===== src/pkg/qvm_pkg.sv =====
// quiet voltage-mode decay control: shared constants, widths and lookups
// assumes a single 25 MHz system clock; all config fields arrive as plain levels
package qvm_pkg;

   // ------------------------------------------------------------
   // clock and widths
   // ------------------------------------------------------------
   localparam int CLK_HZ = 25_000_000;
   localparam int US_PER_S = 1_000_000;
   localparam int HZ_PER_KHZ = 1000;
   localparam int CUR_W = 12;            // signed coil current / target width
   localparam int DUTY_W = 11;           // signed duty, magnitude in 1/1024 of a period
   localparam int DUTY_FRAC = 10;
   localparam int DUTY_MAX = 1023;
   localparam int INTEG_FRAC = 9;        // matches the integrator fraction to the largest divider, 512
   localparam int CNT_W = 11;
   localparam int HALF_W = 24;

   // ------------------------------------------------------------
   // quiet pwm rates and their period lengths
   // ------------------------------------------------------------
   localparam int PWM_KHZ_0 = 25;
   localparam int PWM_KHZ_1 = 33;
   localparam int PWM_KHZ_2 = 42;
   localparam int PWM_KHZ_3 = 50;
   localparam logic [CNT_W-1:0] PWM_PER_0 = CNT_W'(CLK_HZ / (PWM_KHZ_0 * HZ_PER_KHZ));
   localparam logic [CNT_W-1:0] PWM_PER_1 = CNT_W'(CLK_HZ / (PWM_KHZ_1 * HZ_PER_KHZ));
   localparam logic [CNT_W-1:0] PWM_PER_2 = CNT_W'(CLK_HZ / (PWM_KHZ_2 * HZ_PER_KHZ));
   localparam logic [CNT_W-1:0] PWM_PER_3 = CNT_W'(CLK_HZ / (PWM_KHZ_3 * HZ_PER_KHZ));

   // ------------------------------------------------------------
   // zero-cross sampling times
   // ------------------------------------------------------------
   localparam int SMPL_US_0 = 2;
   localparam int SMPL_US_1 = 3;
   localparam int SMPL_US_2 = 4;
   localparam int SMPL_US_3 = 5;
   localparam logic [CNT_W-1:0] SMPL_CYC_0 = CNT_W'(SMPL_US_0 * (CLK_HZ / US_PER_S));
   localparam logic [CNT_W-1:0] SMPL_CYC_1 = CNT_W'(SMPL_US_1 * (CLK_HZ / US_PER_S));
   localparam logic [CNT_W-1:0] SMPL_CYC_2 = CNT_W'(SMPL_US_2 * (CLK_HZ / US_PER_S));
   localparam logic [CNT_W-1:0] SMPL_CYC_3 = CNT_W'(SMPL_US_3 * (CLK_HZ / US_PER_S));

   // ------------------------------------------------------------
   // exit threshold: 2 Hz per count; f > thr*2 Hz <=> half_cycles*thr < limit
   // ------------------------------------------------------------
   localparam int THR_HZ_PER_CNT = 2;
   localparam logic [31:0] THR_LIMIT = 32'(CLK_HZ / (2 * THR_HZ_PER_CNT));
   localparam logic [HALF_W-1:0] HALF_SAT = {HALF_W{1'b1}};
   localparam int IDLE_CYCLES_DEF = 25_000;  // 1 ms with no step counts as standstill

   // ------------------------------------------------------------
   // gain divider codes; gain_shift maps them to right-shift amounts
   // ------------------------------------------------------------
   localparam logic [2:0] DIV_32 = 3'h0;
   localparam logic [2:0] DIV_64 = 3'h1;
   localparam logic [2:0] DIV_128 = 3'h2;
   localparam logic [2:0] DIV_256 = 3'h3;
   localparam logic [2:0] DIV_512 = 3'h4;
   localparam logic [2:0] DIV_16 = 3'h5;
   localparam logic [2:0] DIV_1 = 3'h6;

   // divider code to shift; the unused code falls back to the reset divide-by-32
   function automatic logic [3:0] gain_shift(input logic [2:0] code);
      case (code)
         DIV_64: gain_shift = 4'h6;
         DIV_128: gain_shift = 4'h7;
         DIV_256: gain_shift = 4'h8;
         DIV_512: gain_shift = 4'h9;
         DIV_16: gain_shift = 4'h4;
         DIV_1: gain_shift = 4'h0;
         default: gain_shift = 4'h5;
      endcase
   endfunction : gain_shift

   function automatic logic [CNT_W-1:0] pwm_period(input logic [1:0] sel);
      case (sel)
         2'h1: pwm_period = PWM_PER_1;
         2'h2: pwm_period = PWM_PER_2;
         2'h3: pwm_period = PWM_PER_3;
         default: pwm_period = PWM_PER_0;
      endcase
   endfunction : pwm_period

   function automatic logic [CNT_W-1:0] smpl_cycles(input logic [1:0] sel);
      case (sel)
         2'h1: smpl_cycles = SMPL_CYC_1;
         2'h2: smpl_cycles = SMPL_CYC_2;
         2'h3: smpl_cycles = SMPL_CYC_3;
         default: smpl_cycles = SMPL_CYC_0;
      endcase
   endfunction : smpl_cycles

endpackage : qvm_pkg


===== src/hdl/qvm_pi_chan.sv =====
// one coil's proportional-integral loop for quiet regulation
// assumes a synchronously released reset and sample/target on the same clock
`timescale 1ns/10ps
`default_nettype none
module qvm_pi_chan import qvm_pkg::*; (
   // clock and reset
   input wire logic clk,
   input wire logic rst_n,
   // control
   input wire logic update,
   input wire logic clear,
   // loop inputs
   input wire logic signed [CUR_W-1:0] target,
   input wire logic signed [CUR_W-1:0] sample,
   input wire logic [6:0] kp,
   input wire logic [6:0] ki,
   input wire logic [2:0] kp_div,
   input wire logic [2:0] ki_div,
   // loop output
   output logic signed [DUTY_W-1:0] duty
);

   typedef struct packed {
      logic signed [31:0] integ;
      logic signed [DUTY_W-1:0] duty;
   } qvm_pi_st_t;

   localparam logic signed [31:0] DUTY_LIM = 32'(DUTY_MAX);
   localparam logic signed [31:0] INTEG_LIM = 32'(DUTY_MAX) <<< INTEG_FRAC;

   qvm_pi_st_t s_q, s_d;

   // ------------------------------------------------------------
   // next state
   // ------------------------------------------------------------
   // the integrator is clamped to the duty range so it cannot wind up
   always_comb begin
      logic signed [31:0] err;
      logic signed [31:0] pterm;
      logic signed [31:0] isum;
      logic signed [31:0] total;
      s_d = s_q;
      err = 32'(target) - 32'(sample);
      pterm = (err * $signed({25'h0, kp})) >>> gain_shift(kp_div);
      isum = s_q.integ + (((err * $signed({25'h0, ki})) <<< INTEG_FRAC)
             >>> gain_shift(ki_div));
      if (isum > INTEG_LIM) begin
         isum = INTEG_LIM;
      end else if (isum < -INTEG_LIM) begin
         isum = -INTEG_LIM;
      end
      total = pterm + (isum >>> INTEG_FRAC);
      if (total > DUTY_LIM) begin
         total = DUTY_LIM;
      end else if (total < -DUTY_LIM) begin
         total = -DUTY_LIM;
      end
      if (clear) begin
         s_d.integ = 32'h0000_0000;
         s_d.duty = DUTY_W'(0);
      end else if (update) begin
         s_d.integ = isum;
         s_d.duty = DUTY_W'(total);
      end
   end

   // ------------------------------------------------------------
   // state register
   // ------------------------------------------------------------
   always_ff @(posedge clk or negedge rst_n) begin
      if (!rst_n) begin
         s_q <= '0;
      end else begin
         s_q <= s_d;
      end
   end

   assign duty = s_q.duty;

endmodule : qvm_pi_chan
`default_nettype wire


===== src/hdl/qvm_ctrl.sv =====
// quiet voltage-mode decay controller for two coils
// assumes config fields come from a register file on sys_clk, and that coil
// current samples and indexer targets are produced on sys_clk as well
//
// Functional notes
// - enable waits for one zero cross per coil
// - disable returns to the selected decay scheme
// - exit immediate, entry at half-cycle boundary
// - open-load check only while moving in quiet
// - stall detection off in quiet mode
// - spread spectrum off in quiet mode
// - rate field picks 25/33/42/50 kHz
// - sampling window field picks 2..5 us
// - proportional gain is 7-bit, resets zero
// - integral gain is 7-bit, resets zero
// - proportional divider code maps to divisor
// - integral divider uses the same mapping
// - exit above threshold, 2 Hz per count
// - quiet mode drives bridges by duty cycle
// - off-time setting ignored in quiet mode
`timescale 1ns/10ps
`default_nettype none
module qvm_ctrl import qvm_pkg::*; #(
   parameter int IDLE_CYCLES = IDLE_CYCLES_DEF
) (
   // clock and reset
   input wire logic sys_clk,
   input wire logic rst_n,
   // configuration
   input wire logic quiet_en,
   input wire logic [1:0] quiet_pwm_rate_sel,
   input wire logic [1:0] zero_cross_sample_time,
   input wire logic [6:0] prop_gain_raw,
   input wire logic [6:0] integ_gain_raw,
   input wire logic [2:0] prop_gain_divider,
   input wire logic [2:0] integ_gain_divider,
   input wire logic [7:0] quiet_exit_freq_threshold,
   input wire logic [2:0] decay_sel,
   input wire logic [1:0] off_time_sel,
   // feature requests from the conventional path
   input wire logic stall_det_req,
   input wire logic spread_spec_req,
   input wire logic open_load_req,
   // indexer
   input wire logic step_pulse,
   input wire logic signed [CUR_W-1:0] target_a,
   input wire logic signed [CUR_W-1:0] target_b,
   // current sense
   input wire logic signed [CUR_W-1:0] coil_a_cur,
   input wire logic signed [CUR_W-1:0] coil_b_cur,
   // mode and feature gates
   output logic quiet_active_q,
   output logic [2:0] decay_mode_q,
   output logic [1:0] off_time_q,
   output logic stall_det_en_q,
   output logic spread_spec_en_q,
   output logic open_load_en_q,
   output logic motor_moving_q,
   // bridge commands in quiet mode
   output logic bridge_a_on_q,
   output logic bridge_a_dir_q,
   output logic bridge_b_on_q,
   output logic bridge_b_dir_q
);

   typedef struct packed {
      logic [CNT_W-1:0] pwm_cnt;
      logic [1:0] rate;
      logic smpl_stb;
      logic signed [CUR_W-1:0] samp_a;
      logic signed [CUR_W-1:0] samp_b;
      logic sign_a;
      logic sign_b;
      logic crossed_a;
      logic crossed_b;
      logic [HALF_W-1:0] half_cnt;
      logic freq_high;
      logic [31:0] idle_cnt;
      logic moving;
      logic quiet;
      logic [2:0] decay_mode;
      logic [1:0] off_time;
      logic stall_en;
      logic spread_en;
      logic ol_en;
      logic br_a_on;
      logic br_a_dir;
      logic br_b_on;
      logic br_b_dir;
   } qvm_st_t;

   localparam logic [31:0] IDLE_LAST = 32'(IDLE_CYCLES - 1);

   qvm_st_t s_q, s_d;
   logic [1:0] rst_sync_q;
   logic rst_core_n;
   logic signed [DUTY_W-1:0] duty_a;
   logic signed [DUTY_W-1:0] duty_b;

   // ------------------------------------------------------------
   // reset release
   // ------------------------------------------------------------
   // assert asynchronously, release two edges later so all flops leave reset together
   always_ff @(posedge sys_clk or negedge rst_n) begin
      if (!rst_n) begin
         rst_sync_q <= 2'h0;
      end else begin
         rst_sync_q <= {rst_sync_q[0], 1'b1};
      end
   end

   assign rst_core_n = rst_sync_q[1];

   // ------------------------------------------------------------
   // per-coil PI loops
   // ------------------------------------------------------------
   // loops are cleared outside quiet mode so entry always starts bumpless from zero
   qvm_pi_chan u_pi_a (
      .clk(sys_clk),
      .rst_n(rst_core_n),
      .update(s_q.smpl_stb),
      .clear(!s_q.quiet),
      .target(target_a),
      .sample(s_q.samp_a),
      .kp(prop_gain_raw),
      .ki(integ_gain_raw),
      .kp_div(prop_gain_divider),
      .ki_div(integ_gain_divider),
      .duty(duty_a)
   );

   qvm_pi_chan u_pi_b (
      .clk(sys_clk),
      .rst_n(rst_core_n),
      .update(s_q.smpl_stb),
      .clear(!s_q.quiet),
      .target(target_b),
      .sample(s_q.samp_b),
      .kp(prop_gain_raw),
      .ki(integ_gain_raw),
      .kp_div(prop_gain_divider),
      .ki_div(integ_gain_divider),
      .duty(duty_b)
   );

   // ------------------------------------------------------------
   // next state
   // ------------------------------------------------------------
   always_comb begin
      logic [CNT_W-1:0] period;
      logic wrap;
      logic zc_a;
      logic zc_b;
      logic [31:0] half_prod;
      logic [DUTY_W-1:0] mag_a;
      logic [DUTY_W-1:0] mag_b;
      logic [31:0] cnt_scaled;
      s_d = s_q;
      period = pwm_period(s_q.rate);
      wrap = (s_q.pwm_cnt == period - CNT_W'(1));
      half_prod = 32'(s_q.half_cnt) * 32'(quiet_exit_freq_threshold);
      // period counter; a new rate is taken only at a period end to avoid a runt pulse
      s_d.pwm_cnt = wrap ? CNT_W'(0) : s_q.pwm_cnt + CNT_W'(1);
      if (wrap) begin
         s_d.rate = quiet_pwm_rate_sel;
      end
      // one current sample per period, taken once the sampling window has passed
      s_d.smpl_stb = (s_q.pwm_cnt == smpl_cycles(zero_cross_sample_time));
      if (s_d.smpl_stb) begin
         s_d.samp_a = coil_a_cur;
         s_d.samp_b = coil_b_cur;
      end
      // zero crossings show as a sign change between consecutive samples
      zc_a = s_q.smpl_stb && (s_q.samp_a[CUR_W-1] != s_q.sign_a);
      zc_b = s_q.smpl_stb && (s_q.samp_b[CUR_W-1] != s_q.sign_b);
      if (s_q.smpl_stb) begin
         s_d.sign_a = s_q.samp_a[CUR_W-1];
         s_d.sign_b = s_q.samp_b[CUR_W-1];
      end
      // crossing flags: armed only while enabled, set wins over nothing else
      s_d.crossed_a = quiet_en && (s_q.crossed_a || zc_a);
      s_d.crossed_b = quiet_en && (s_q.crossed_b || zc_b);
      // half-cycle length of coil A against the exit threshold
      if (zc_a) begin
         // a zero threshold never counts as too fast, so quiet mode can still be entered
         s_d.freq_high = (quiet_exit_freq_threshold != 8'h00) && (half_prod < THR_LIMIT);
         s_d.half_cnt = '0;
      end else begin
         if (half_prod >= THR_LIMIT) begin
            s_d.freq_high = 1'b0;
         end
         if (s_q.half_cnt != HALF_SAT) begin
            s_d.half_cnt = s_q.half_cnt + HALF_W'(1);
         end
      end
      // standstill: no step for IDLE_CYCLES
      if (step_pulse) begin
         s_d.moving = 1'b1;
         s_d.idle_cnt = 32'h0;
      end else if (s_q.idle_cnt == IDLE_LAST) begin
         s_d.moving = 1'b0;
      end else begin
         s_d.idle_cnt = s_q.idle_cnt + 32'h1;
      end
      // mode: leave at once, enter only at a coil A half-cycle boundary
      if (s_q.quiet) begin
         if (!quiet_en || s_d.freq_high) begin
            s_d.quiet = 1'b0;
         end
      end else if (quiet_en && s_q.crossed_a && s_q.crossed_b && zc_a && !s_d.freq_high) begin
         s_d.quiet = 1'b1;
      end
      // mode-dependent gates for the conventional path
      s_d.decay_mode = decay_sel;
      if (!s_d.quiet) begin
         s_d.off_time = off_time_sel;
      end
      s_d.stall_en = stall_det_req && !s_d.quiet;
      s_d.spread_en = spread_spec_req && !s_d.quiet;
      s_d.ol_en = open_load_req && (!s_d.quiet || s_d.moving);
      // voltage-mode pwm: on time is |duty|/1024 of the period, sign gives direction
      mag_a = duty_a[DUTY_W-1] ? DUTY_W'(-duty_a) : DUTY_W'(duty_a);
      mag_b = duty_b[DUTY_W-1] ? DUTY_W'(-duty_b) : DUTY_W'(duty_b);
      cnt_scaled = 32'(s_d.pwm_cnt) << DUTY_FRAC;
      s_d.br_a_on = s_d.quiet && (cnt_scaled < 32'(mag_a) * 32'(period));
      s_d.br_b_on = s_d.quiet && (cnt_scaled < 32'(mag_b) * 32'(period));
      s_d.br_a_dir = !duty_a[DUTY_W-1];
      s_d.br_b_dir = !duty_b[DUTY_W-1];
   end

   // ------------------------------------------------------------
   // state register
   // ------------------------------------------------------------
   always_ff @(posedge sys_clk or negedge rst_core_n) begin
      if (!rst_core_n) begin
         s_q <= '0;
      end else begin
         s_q <= s_d;
      end
   end

   // outputs straight from state flops
   assign quiet_active_q = s_q.quiet;
   assign decay_mode_q = s_q.decay_mode;
   assign off_time_q = s_q.off_time;
   assign stall_det_en_q = s_q.stall_en;
   assign spread_spec_en_q = s_q.spread_en;
   assign open_load_en_q = s_q.ol_en;
   assign motor_moving_q = s_q.moving;
   assign bridge_a_on_q = s_q.br_a_on;
   assign bridge_a_dir_q = s_q.br_a_dir;
   assign bridge_b_on_q = s_q.br_b_on;
   assign bridge_b_dir_q = s_q.br_b_dir;

endmodule : qvm_ctrl
`default_nettype wire


===== config.mk =====
export PLATFORM = sky130hd
export DESIGN_NAME = qvm_ctrl
export DESIGN_NICKNAME = d
export VERILOG_FILES = /design/src/pkg/qvm_pkg.sv /design/src/hdl/qvm_pi_chan.sv /design/src/hdl/qvm_ctrl.sv
export SDC_FILE = /design/constraint.sdc
export NUM_CORES = 2
export LEC_CHECK = 0
export ABC_AREA = 1
export BUFFER_PORTS_ARGS = -buffer_cell sky130_fd_sc_hd__buf_2
export CORE_ASPECT_RATIO = 2
export CORE_MARGIN = 3
export CORE_UTILIZATION = 50
export DETAILED_ROUTE_END_ITERATION = 12
export PLACE_DENSITY = 0.66
export SLEW_MARGIN = 20
export SYNTH_ARGS = -nofsm -noshare
export SYNTH_HDL_FRONTEND = slang
export SYNTH_SLANG_ARGS = --single-unit

===== constraint.sdc =====
create_clock -name sys_clk -period 8.1 [get_ports sys_clk]
set_input_delay 0.81 -clock sys_clk [delete_from_list [all_inputs] [get_ports sys_clk]]
set_output_delay 0.81 -clock sys_clk [all_outputs]
set_load 0.01 [all_outputs]

* After elaboration in Yosys (flattened, before gate mapping)
Index checks and enable logic that the tools add are counted.
Operators by class: mux-type cells 28, reductions and logical operators 25, $lt $le $gt $ge 12, equality and inequality tests 26, multiply operators 7, shift operators 4, $add $sub $neg 12
Operator list (number):
- 43-bit two-way mux | 4
- 32-bit two-way mux | 5
- 32-bit by 4-bit >>> shifter with 32-bit output | 4
- 11-bit two-way mux | 7
- 32-bit by 23-bit adder with 32-bit output | 2
- 32-bit adder | 2
- 32-bit by 11-bit greater-than comparator with 1-bit output, second input constant | 2
- 32-bit by 20-bit greater-than comparator with 1-bit output, second input constant | 2
- 32-bit by 11-bit < comparator with 1-bit output, second input constant | 2
- 32-bit by 20-bit < comparator with 1-bit output, second input constant | 2
- 32-bit by 8-bit multiplier with 23-bit output | 2
- 32-bit by 8-bit multiplier with 32-bit output | 2
- 4-bit case mux with 6 select lines | 2
- 21-bit by 22-bit < comparator with 1-bit output | 2
- 11-bit by 11-bit multiplier with 22-bit output | 2
- 33-bit two-way mux | 1
- 32-bit by 1-bit adder with 32-bit output, second input constant | 1
- 32-bit by 15-bit == test with 1-bit output, second input constant | 1
- 32-bit by 23-bit greater-or-equal comparator with 1-bit output, second input constant | 1
- 32-bit by 23-bit < comparator with 1-bit output, second input constant | 1
- 24-bit by 8-bit multiplier with 32-bit output | 1
- 10-bit case mux with 3 select lines | 1
- 12-bit by 12-bit subtractor with 13-bit output | 2
- 25-bit two-way mux | 1
- other kinds (22) | 62
Storage, ports and cells: logic and storage cells 142, input bits 92, bits in registers 201, output and inout bits 14

* Depth between registers and ports, before layout
depth after elaboration 13, depth in mapped cells 80, mapped depth without buffers 80

* Modules after synthesis
From an unflattened synthesis, not the netlist that was laid out.
Unflattened totals: cells, all modules 8002, area, all modules 52100.0 sq um
By module, submodules not included:
- qvm_ctrl | cells each 2936, area an instance 21125.3 sq um, instances 1, sequential area each 2877.8 sq um
- qvm_pi_chan at u_pi_b | cells each 2531, area an instance 15590.0 sq um, instances 1, sequential area each 1076.0 sq um
- qvm_pi_chan at u_pi_a | cells each 2535, area an instance 15384.8 sq um, instances 1, sequential area each 1076.0 sq um

* Worst setup path after synthesis
No wires, ideal clock.
path kind input -> register, start input port target_b[0], end register u_pi_b.s_q (netlist bit u_pi_b.duty[4]), buffers on the path 0, library setup time 118 ps, arrival 10723 ps, slack -2742 ps, data required time 7982 ps, cell stages on the path 68, cells stage by stage inv_1 ha_1 fa_1 o21ai_0 a21oi_1 or2_2 nand2_1 a21oi_1 or2_2 nand2_1 inv_1 nand2_1 fa_1 inv_1 fa_1 fa_1 inv_1 fa_1 [... 32 more ...] nand2_1 nand3_1 nand2_1 nand2_1 nand2_1 nand2_1 nand2_1 nand2_1 nand2_1 nand2_1 nor2_1 nand3_1 nor2_1 nand4_1 nand3_1 o21ai_0 inv_1 nand2_1
Between the ends: cells in the longest elaborated chain, start to end 13, elaborated cells on any way between the ends 17, those cells by class add/sub: 3; mul: 2; order compare: 4; shift: 2; mux: 6
Ends and longest elaborated chain:
- from (decl) | line qvm_ctrl.sv:47 | input wire logic signed [CUR_W-1:0] target_b,
- 12-bit by 12-bit subtractor with 13-bit output * | line qvm_pi_chan.sv:43 | err = 32'(target) - 32'(sample);
- 32-bit by 8-bit multiplier with 23-bit output | line qvm_pi_chan.sv:45 | isum = s_q.integ + (((err * $signed({25'h0, ki})) <<< INTEG_FRAC)
- 32-bit by 4-bit >>> shifter with 32-bit output | line qvm_pi_chan.sv:45
- 32-bit adder | line qvm_pi_chan.sv:45
- 32-bit by 20-bit < comparator with 1-bit output | line qvm_pi_chan.sv:49 | end else if (isum < -INTEG_LIM) begin
- 32-bit two-way mux | line qvm_pi_chan.sv:49
- 32-bit two-way mux | line qvm_pi_chan.sv:47 | if (isum > INTEG_LIM) begin
- 32-bit by 23-bit adder with 32-bit output * | line qvm_pi_chan.sv:52 | total = pterm + (isum >>> INTEG_FRAC);
- 32-bit by 11-bit < comparator with 1-bit output | line qvm_pi_chan.sv:55 | end else if (total < -DUTY_LIM) begin
- 11-bit two-way mux | line qvm_pi_chan.sv:55
- 11-bit two-way mux * | line qvm_pi_chan.sv:53 | if (total > DUTY_LIM) begin
- 43-bit two-way mux * | line qvm_pi_chan.sv:61 | end else if (update) begin
- 43-bit two-way mux * | line qvm_pi_chan.sv:58 | if (clear) begin
- to (signal assigned) | line qvm_pi_chan.sv:72 | s_q <= '0;
- to (signal assigned) | line qvm_pi_chan.sv:74 | s_q <= s_d;
- to (decl) | line qvm_pi_chan.sv:31 | qvm_pi_st_t s_q, s_d;
Mark *: on every way between the ends. The rest lies on a longest branch, timed or not. The select of a mux whose other input is x is not followed. A chain may end at the register's enable or synchronous reset.

* Worst setup path after layout
start register s_q[75] in the netlist's numbering, end register u_pi_b.s_q (netlist bit u_pi_b.duty[0])
Between the ends: cells in the longest elaborated chain, start to end 13, elaborated cells on any way between the ends 17, those cells by class add/sub: 3; mul: 2; order compare: 4; shift: 2; mux: 6
Ends and longest elaborated chain:
- from (decl) | line qvm_ctrl.sv:94 | qvm_st_t s_q, s_d;
- from (signal assigned) | line qvm_ctrl.sv:236 | s_q <= '0;
- from (signal assigned) | line qvm_ctrl.sv:238 | s_q <= s_d;
- 12-bit by 12-bit subtractor with 13-bit output * | line qvm_pi_chan.sv:43
- 32-bit by 8-bit multiplier with 23-bit output | line qvm_pi_chan.sv:45
- 32-bit by 4-bit >>> shifter with 32-bit output | line qvm_pi_chan.sv:45
- 32-bit adder | line qvm_pi_chan.sv:45
- 32-bit by 20-bit < comparator with 1-bit output | line qvm_pi_chan.sv:49
- 32-bit two-way mux | line qvm_pi_chan.sv:49
- 32-bit two-way mux | line qvm_pi_chan.sv:47
- 32-bit by 23-bit adder with 32-bit output * | line qvm_pi_chan.sv:52
- 32-bit by 11-bit < comparator with 1-bit output | line qvm_pi_chan.sv:55
- 11-bit two-way mux | line qvm_pi_chan.sv:55
- 11-bit two-way mux * | line qvm_pi_chan.sv:53
- 43-bit two-way mux * | line qvm_pi_chan.sv:61
- 43-bit two-way mux * | line qvm_pi_chan.sv:58
Marked as above.

==> impl_metrics.xml <==
<?xml version="1.0" encoding="UTF-8"?>
<metrics>
  <group name="sta">
    <metric name="slew_headroom" unit="">0.2732</metric>
    <metric name="period_minus_slack" unit="ns">10.81</metric>
    <metric name="fin_ws" unit="ns">-2.712</metric>
    <metric name="finalHoldViolations" unit="">0</metric>
    <metric name="fin_hold_ws" unit="ns">0.3021</metric>
    <metric name="tightest_slew" unit="ns">1.090</metric>
    <metric name="finClkSkew" unit="ns">0.02671</metric>
    <metric name="highest_clock_frequency_the_design_can_meet" unit="GHz">0.09249</metric>
    <metric name="rsz_0062_raised_after_global_routing" unit="">yes</metric>
    <metric name="final-setup-viol-count" unit="">86</metric>
    <metric name="maxSlewViolCount" unit="">0</metric>
    <metric name="layout_worst_path_cycle_share" unit="">1.335</metric>
  </group>
  <group name="route">
    <metric name="detail_route.first_pass.iterations" unit="">6</metric>
    <metric name="vias_per_cell" unit="">5.401</metric>
    <metric name="route.detailed.wl_per_inst" unit="microns">18.42</metric>
    <metric name="ant_nets" unit="">0</metric>
    <metric name="drt-total-wl" unit="microns">184800</metric>
    <metric name="violation_count_after_the_first_detailed_route_iteration" unit="">2420</metric>
    <metric name="drc" unit="">0</metric>
    <metric name="dr_total_vias" unit="">54205</metric>
  </group>
  <group name="synthesis">
    <metric name="synth_ff_type" unit="">dfrtp_1</metric>
    <metric name="synth_top_area_share" unit="">0.2247</metric>
    <metric name="syn-num-nets" unit="">8818</metric>
    <metric name="synth_cell_type_count" unit="">68</metric>
    <metric name="synth_seq_cells" unit="">201</metric>
    <metric name="synth-edff-count" unit="">0</metric>
    <metric name="part_of_the_yosys_area_used_for_sequential_elements" unit="">0.09802</metric>
    <metric name="synth.cell_area" unit="sq mm">0.05131</metric>
    <metric name="async_flop_share" unit="">1.000</metric>
    <metric name="syn-instance-count" unit="">7611</metric>
    <metric name="yosysWarningCount" unit="">0</metric>
    <metric name="avgSynthCellArea" unit="sq um">6.742</metric>
    <metric name="synth.top_cells.by_area" unit="">fa_1, nand2_1, ha_1, inv_1, dfrtp_1</metric>
    <metric name="synthDominantAreaCellType" unit="">fa_1</metric>
  </group>
  <group name="critical_path">
    <metric name="cp_slowest_stage_delay" unit="ns">0.57</metric>
    <metric name="critical_path.endpoint_type" unit="">flop</metric>
    <metric name="cp_data_arrival_time" unit="ns">11.30</metric>
    <metric name="critical_path_peak_fanout" unit="">8</metric>
    <metric name="crit_path_top_delay_cell" unit="">fa_1</metric>
    <metric name="setup.worst_path.class" unit="">reg -&gt; reg</metric>
    <metric name="ff2ff_path_depth" unit="">62</metric>
    <metric name="cp.required" unit="ns">8.58</metric>
    <metric name="dominant_cell_type_by_count_on_the_critical_path" unit="">nand2_1</metric>
    <metric name="crit_path_start_kind" unit="">flop</metric>
  </group>
  <group name="placement">
    <metric name="place.port_buffers" unit="">105</metric>
    <metric name="post-place-ws" unit="ns">-3.715</metric>
    <metric name="place.gp.congestion" unit="">1.048</metric>
    <metric name="dp_hpwl" unit="microns">150800</metric>
  </group>
  <group name="global_route">
    <metric name="grt_usage" unit="">0.3386</metric>
    <metric name="grt_max_degree" unit="">150</metric>
    <metric name="number_of_antenna_violations_at_the_first_check_in_global_routing" unit="">7</metric>
    <metric name="vias_in_the_first_global_route" unit="">56914</metric>
    <metric name="global_route_wire_length_before_repair" unit="microns">285400</metric>
    <metric name="grt_overflow_total" unit="">0</metric>
  </group>
  <group name="clock_network">
    <metric name="clkTransAtPathRegs" unit="ns">0.07</metric>
    <metric name="cts-htree-levels" unit="">1</metric>
    <metric name="clock_path_buffers" unit="">3</metric>
    <metric name="numCtsBuffers" unit="">25</metric>
    <metric name="cts-root-buf" unit="">clkbuf_16</metric>
    <metric name="clock_tree_from_tritoncts" unit="">yes</metric>
    <metric name="tritoncts_num_sinks" unit="">201</metric>
    <metric name="worst_skew_pair.late_latency" unit="ns">0.62</metric>
  </group>
  <group name="cells_and_area">
    <metric name="layout_cells_sized_above_1" unit="">0.2578</metric>
    <metric name="finalNetCount" unit="">9886</metric>
    <metric name="fillers" unit="">8876</metric>
    <metric name="area_grow_syn2layout" unit="%">31.49</metric>
  </group>
  <group name="run">
    <metric name="timing.max_cap.violations" unit="">0</metric>
  </group>
  <group name="die">
    <metric name="num_io_pins" unit="">106</metric>
    <metric name="placement_rows" unit="">165</metric>
    <metric name="chipHeight" unit="microns">459.0</metric>
    <metric name="die-area" unit="sq mm">0.1067</metric>
    <metric name="core_outline_area" unit="sq mm">0.1014</metric>
    <metric name="effective_utilization_at_floorplan" unit="">0.5062</metric>
    <metric name="fp.dieW" unit="microns">232.5</metric>
  </group>
  <group name="hold_path">
    <metric name="hold-path-cell-count" unit="">1</metric>
    <metric name="hold_class" unit="">in -&gt; reg</metric>
  </group>
  <group name="outcome">
    <metric name="violated_checks" unit="">setup timing</metric>
    <metric name="outcome" unit="">finished with violations</metric>
  </group>
</metrics>
[synthesized netlist by cell type (5+ instances only)]
cell and n:
and3_1 9, clkbuf_1 185, o21a_1 15, and2_1 10, ha_1 539, dfrtp_1 201, nand2_4 5, o2111ai_1 6
a211oi_1 15, nor4_1 30, nor3_1 87, buf_2 8, o211ai_1 31, xnor2_1 74, nand2_1 1879, buf_4 7
nor3b_1 5, nor3_2 6, inv_2 6, inv_1 1436, nand2_2 19, a21oi_1 398, o21bai_1 28, o21ai_0 351
a21boi_0 13, or2_2 49, o221ai_1 12, clkinv_1 11, fa_1 576, nand4_1 79, nand3b_1 42, o31ai_1 9
o21ai_1 12, xor2_1 122, nor2_1 763, a21o_1 29, o22ai_1 7, buf_1 15, nand3_1 441, a31oi_1 30
[placed cells by master (no fill, tap or decap), types with 56 or more instances in the layout]
cell type	instances
inv_1	1388
nand2_4	56
o21ai_1	71
o21ai_0	227
nor2_1	664
nand2_1	1663
a21oi_1	288
ha_4	82
xor2_1	102
xnor2_1	63
nand3_1	343
ha_1	452
dfrtp_1	198
nand3_2	90
buf_4	1079
nor2_2	64
buf_2	105
fa_1	561
nand2_2	181
nand4_1	79
nor3_1	67
a21oi_2	82
[per-layer routing]
| layer | vias to the layer above | track usage | share of wire |
|---|---|---|---|
| met5 | - | 0 | 0.00035 |
| met4 | 8 | 0.3267 | 0.12 |
| met3 | 908 | 0.04251 | 0.043 |
| met2 | 1642 | 0.6409 | 0.52 |
| met1 | 25670 | 0.2988 | 0.31 |
| li1 | 25977 | - | - |
[cell type report]
cell class | instances | area, sq um | area share
multi-input combinational | 5745 | 44750 | 0.6632
timing repair buffer | 1253 | 9659 | 0.1432
inverter | 1453 | 5492 | 0.08139
sequential | 201 | 5036 | 0.07464
tap | 1336 | 1672 | 0.02477
clock buffer | 26 | 639.4 | 0.009476
clock inverter | 20 | 219.0 | 0.003245
antenna | 3 | 7.507 | 0.0001113
[through the flow]
step	TNS (ns)	std cells	utilization	cell area, sq um
after global placement	-162.74	9875	0.6083	61660
after CTS	-71.55	9989	0.6436	65240
after global routing	-121.85	10034	0.6656	67460
after detailed placement	-169.72	9875	0.6083	61660
final	-83.74	10037	0.6656	67470
after floorplan	-38.96	7611	-	52290
[repair_timing]
action                                 4_1_cts  5_1_grt
setup endpoints to repair                   86       87
gates resized for setup                    543      463
setup buffers                               63       47
hold buffers                                 1        0
pin swaps                                  197      172
gates cloned                                 6        2
endpoints found under the hold margin        2        0
[kinds of logic after synthesis]
kind of cell    count (synthesis)  share of synthesized area
simple gates                 3443                     0.2811
buf+inv                      1671                     0.1235
fa+ha+maj                    1115                     0.3561
compound gates                979                     0.1067
flops                         201                    0.09802
xor+xnor                      197                    0.03377
mux                             4                  0.0007803
other cells                     1                 0.00007308
[sequential cells by signal, indices dropped and copies added, names as in the netlist, 2 cells and up]
| signal | cells |
|---|---|
| s_q | 99 |
| u_pi_a.s_q | 32 |
| u_pi_b.s_q | 32 |
| u_pi_a.duty | 11 |
| u_pi_b.duty | 11 |
| decay_mode_q | 3 |
| off_time_q | 2 |
| rst_sync_q | 2 |
[critical path: cells and delay by family, from the launching register on]
kind            cells  cell delay, ns
flops               1            0.41
fa+ha+maj           9            3.37
compound gates      9            1.47
xor+xnor            4            0.84
buf+inv             6            0.93
simple gates       34            3.64
[path summary, 6_finish.rpt]
path	startpoint	end	slack [ns]
min reg2reg	rst_sync_q[0]	rst_sync_q[1]	0.36
max reg2reg	s_q[75]	u_pi_b.duty[0]	-2.71
max	s_q[75]	u_pi_b.duty[0]	-2.71
min in group asynchronous	rst_sync_q[1]	bridge_b_on_q	0.38
min	decay_sel[0]	decay_mode_q[0]	0.30
max in group asynchronous	rst_sync_q[1]	s_q[87]	6.23
Power is not shown: default switching activity piles up to over one toggle a cycle in this logic, so the estimate is an artifact.
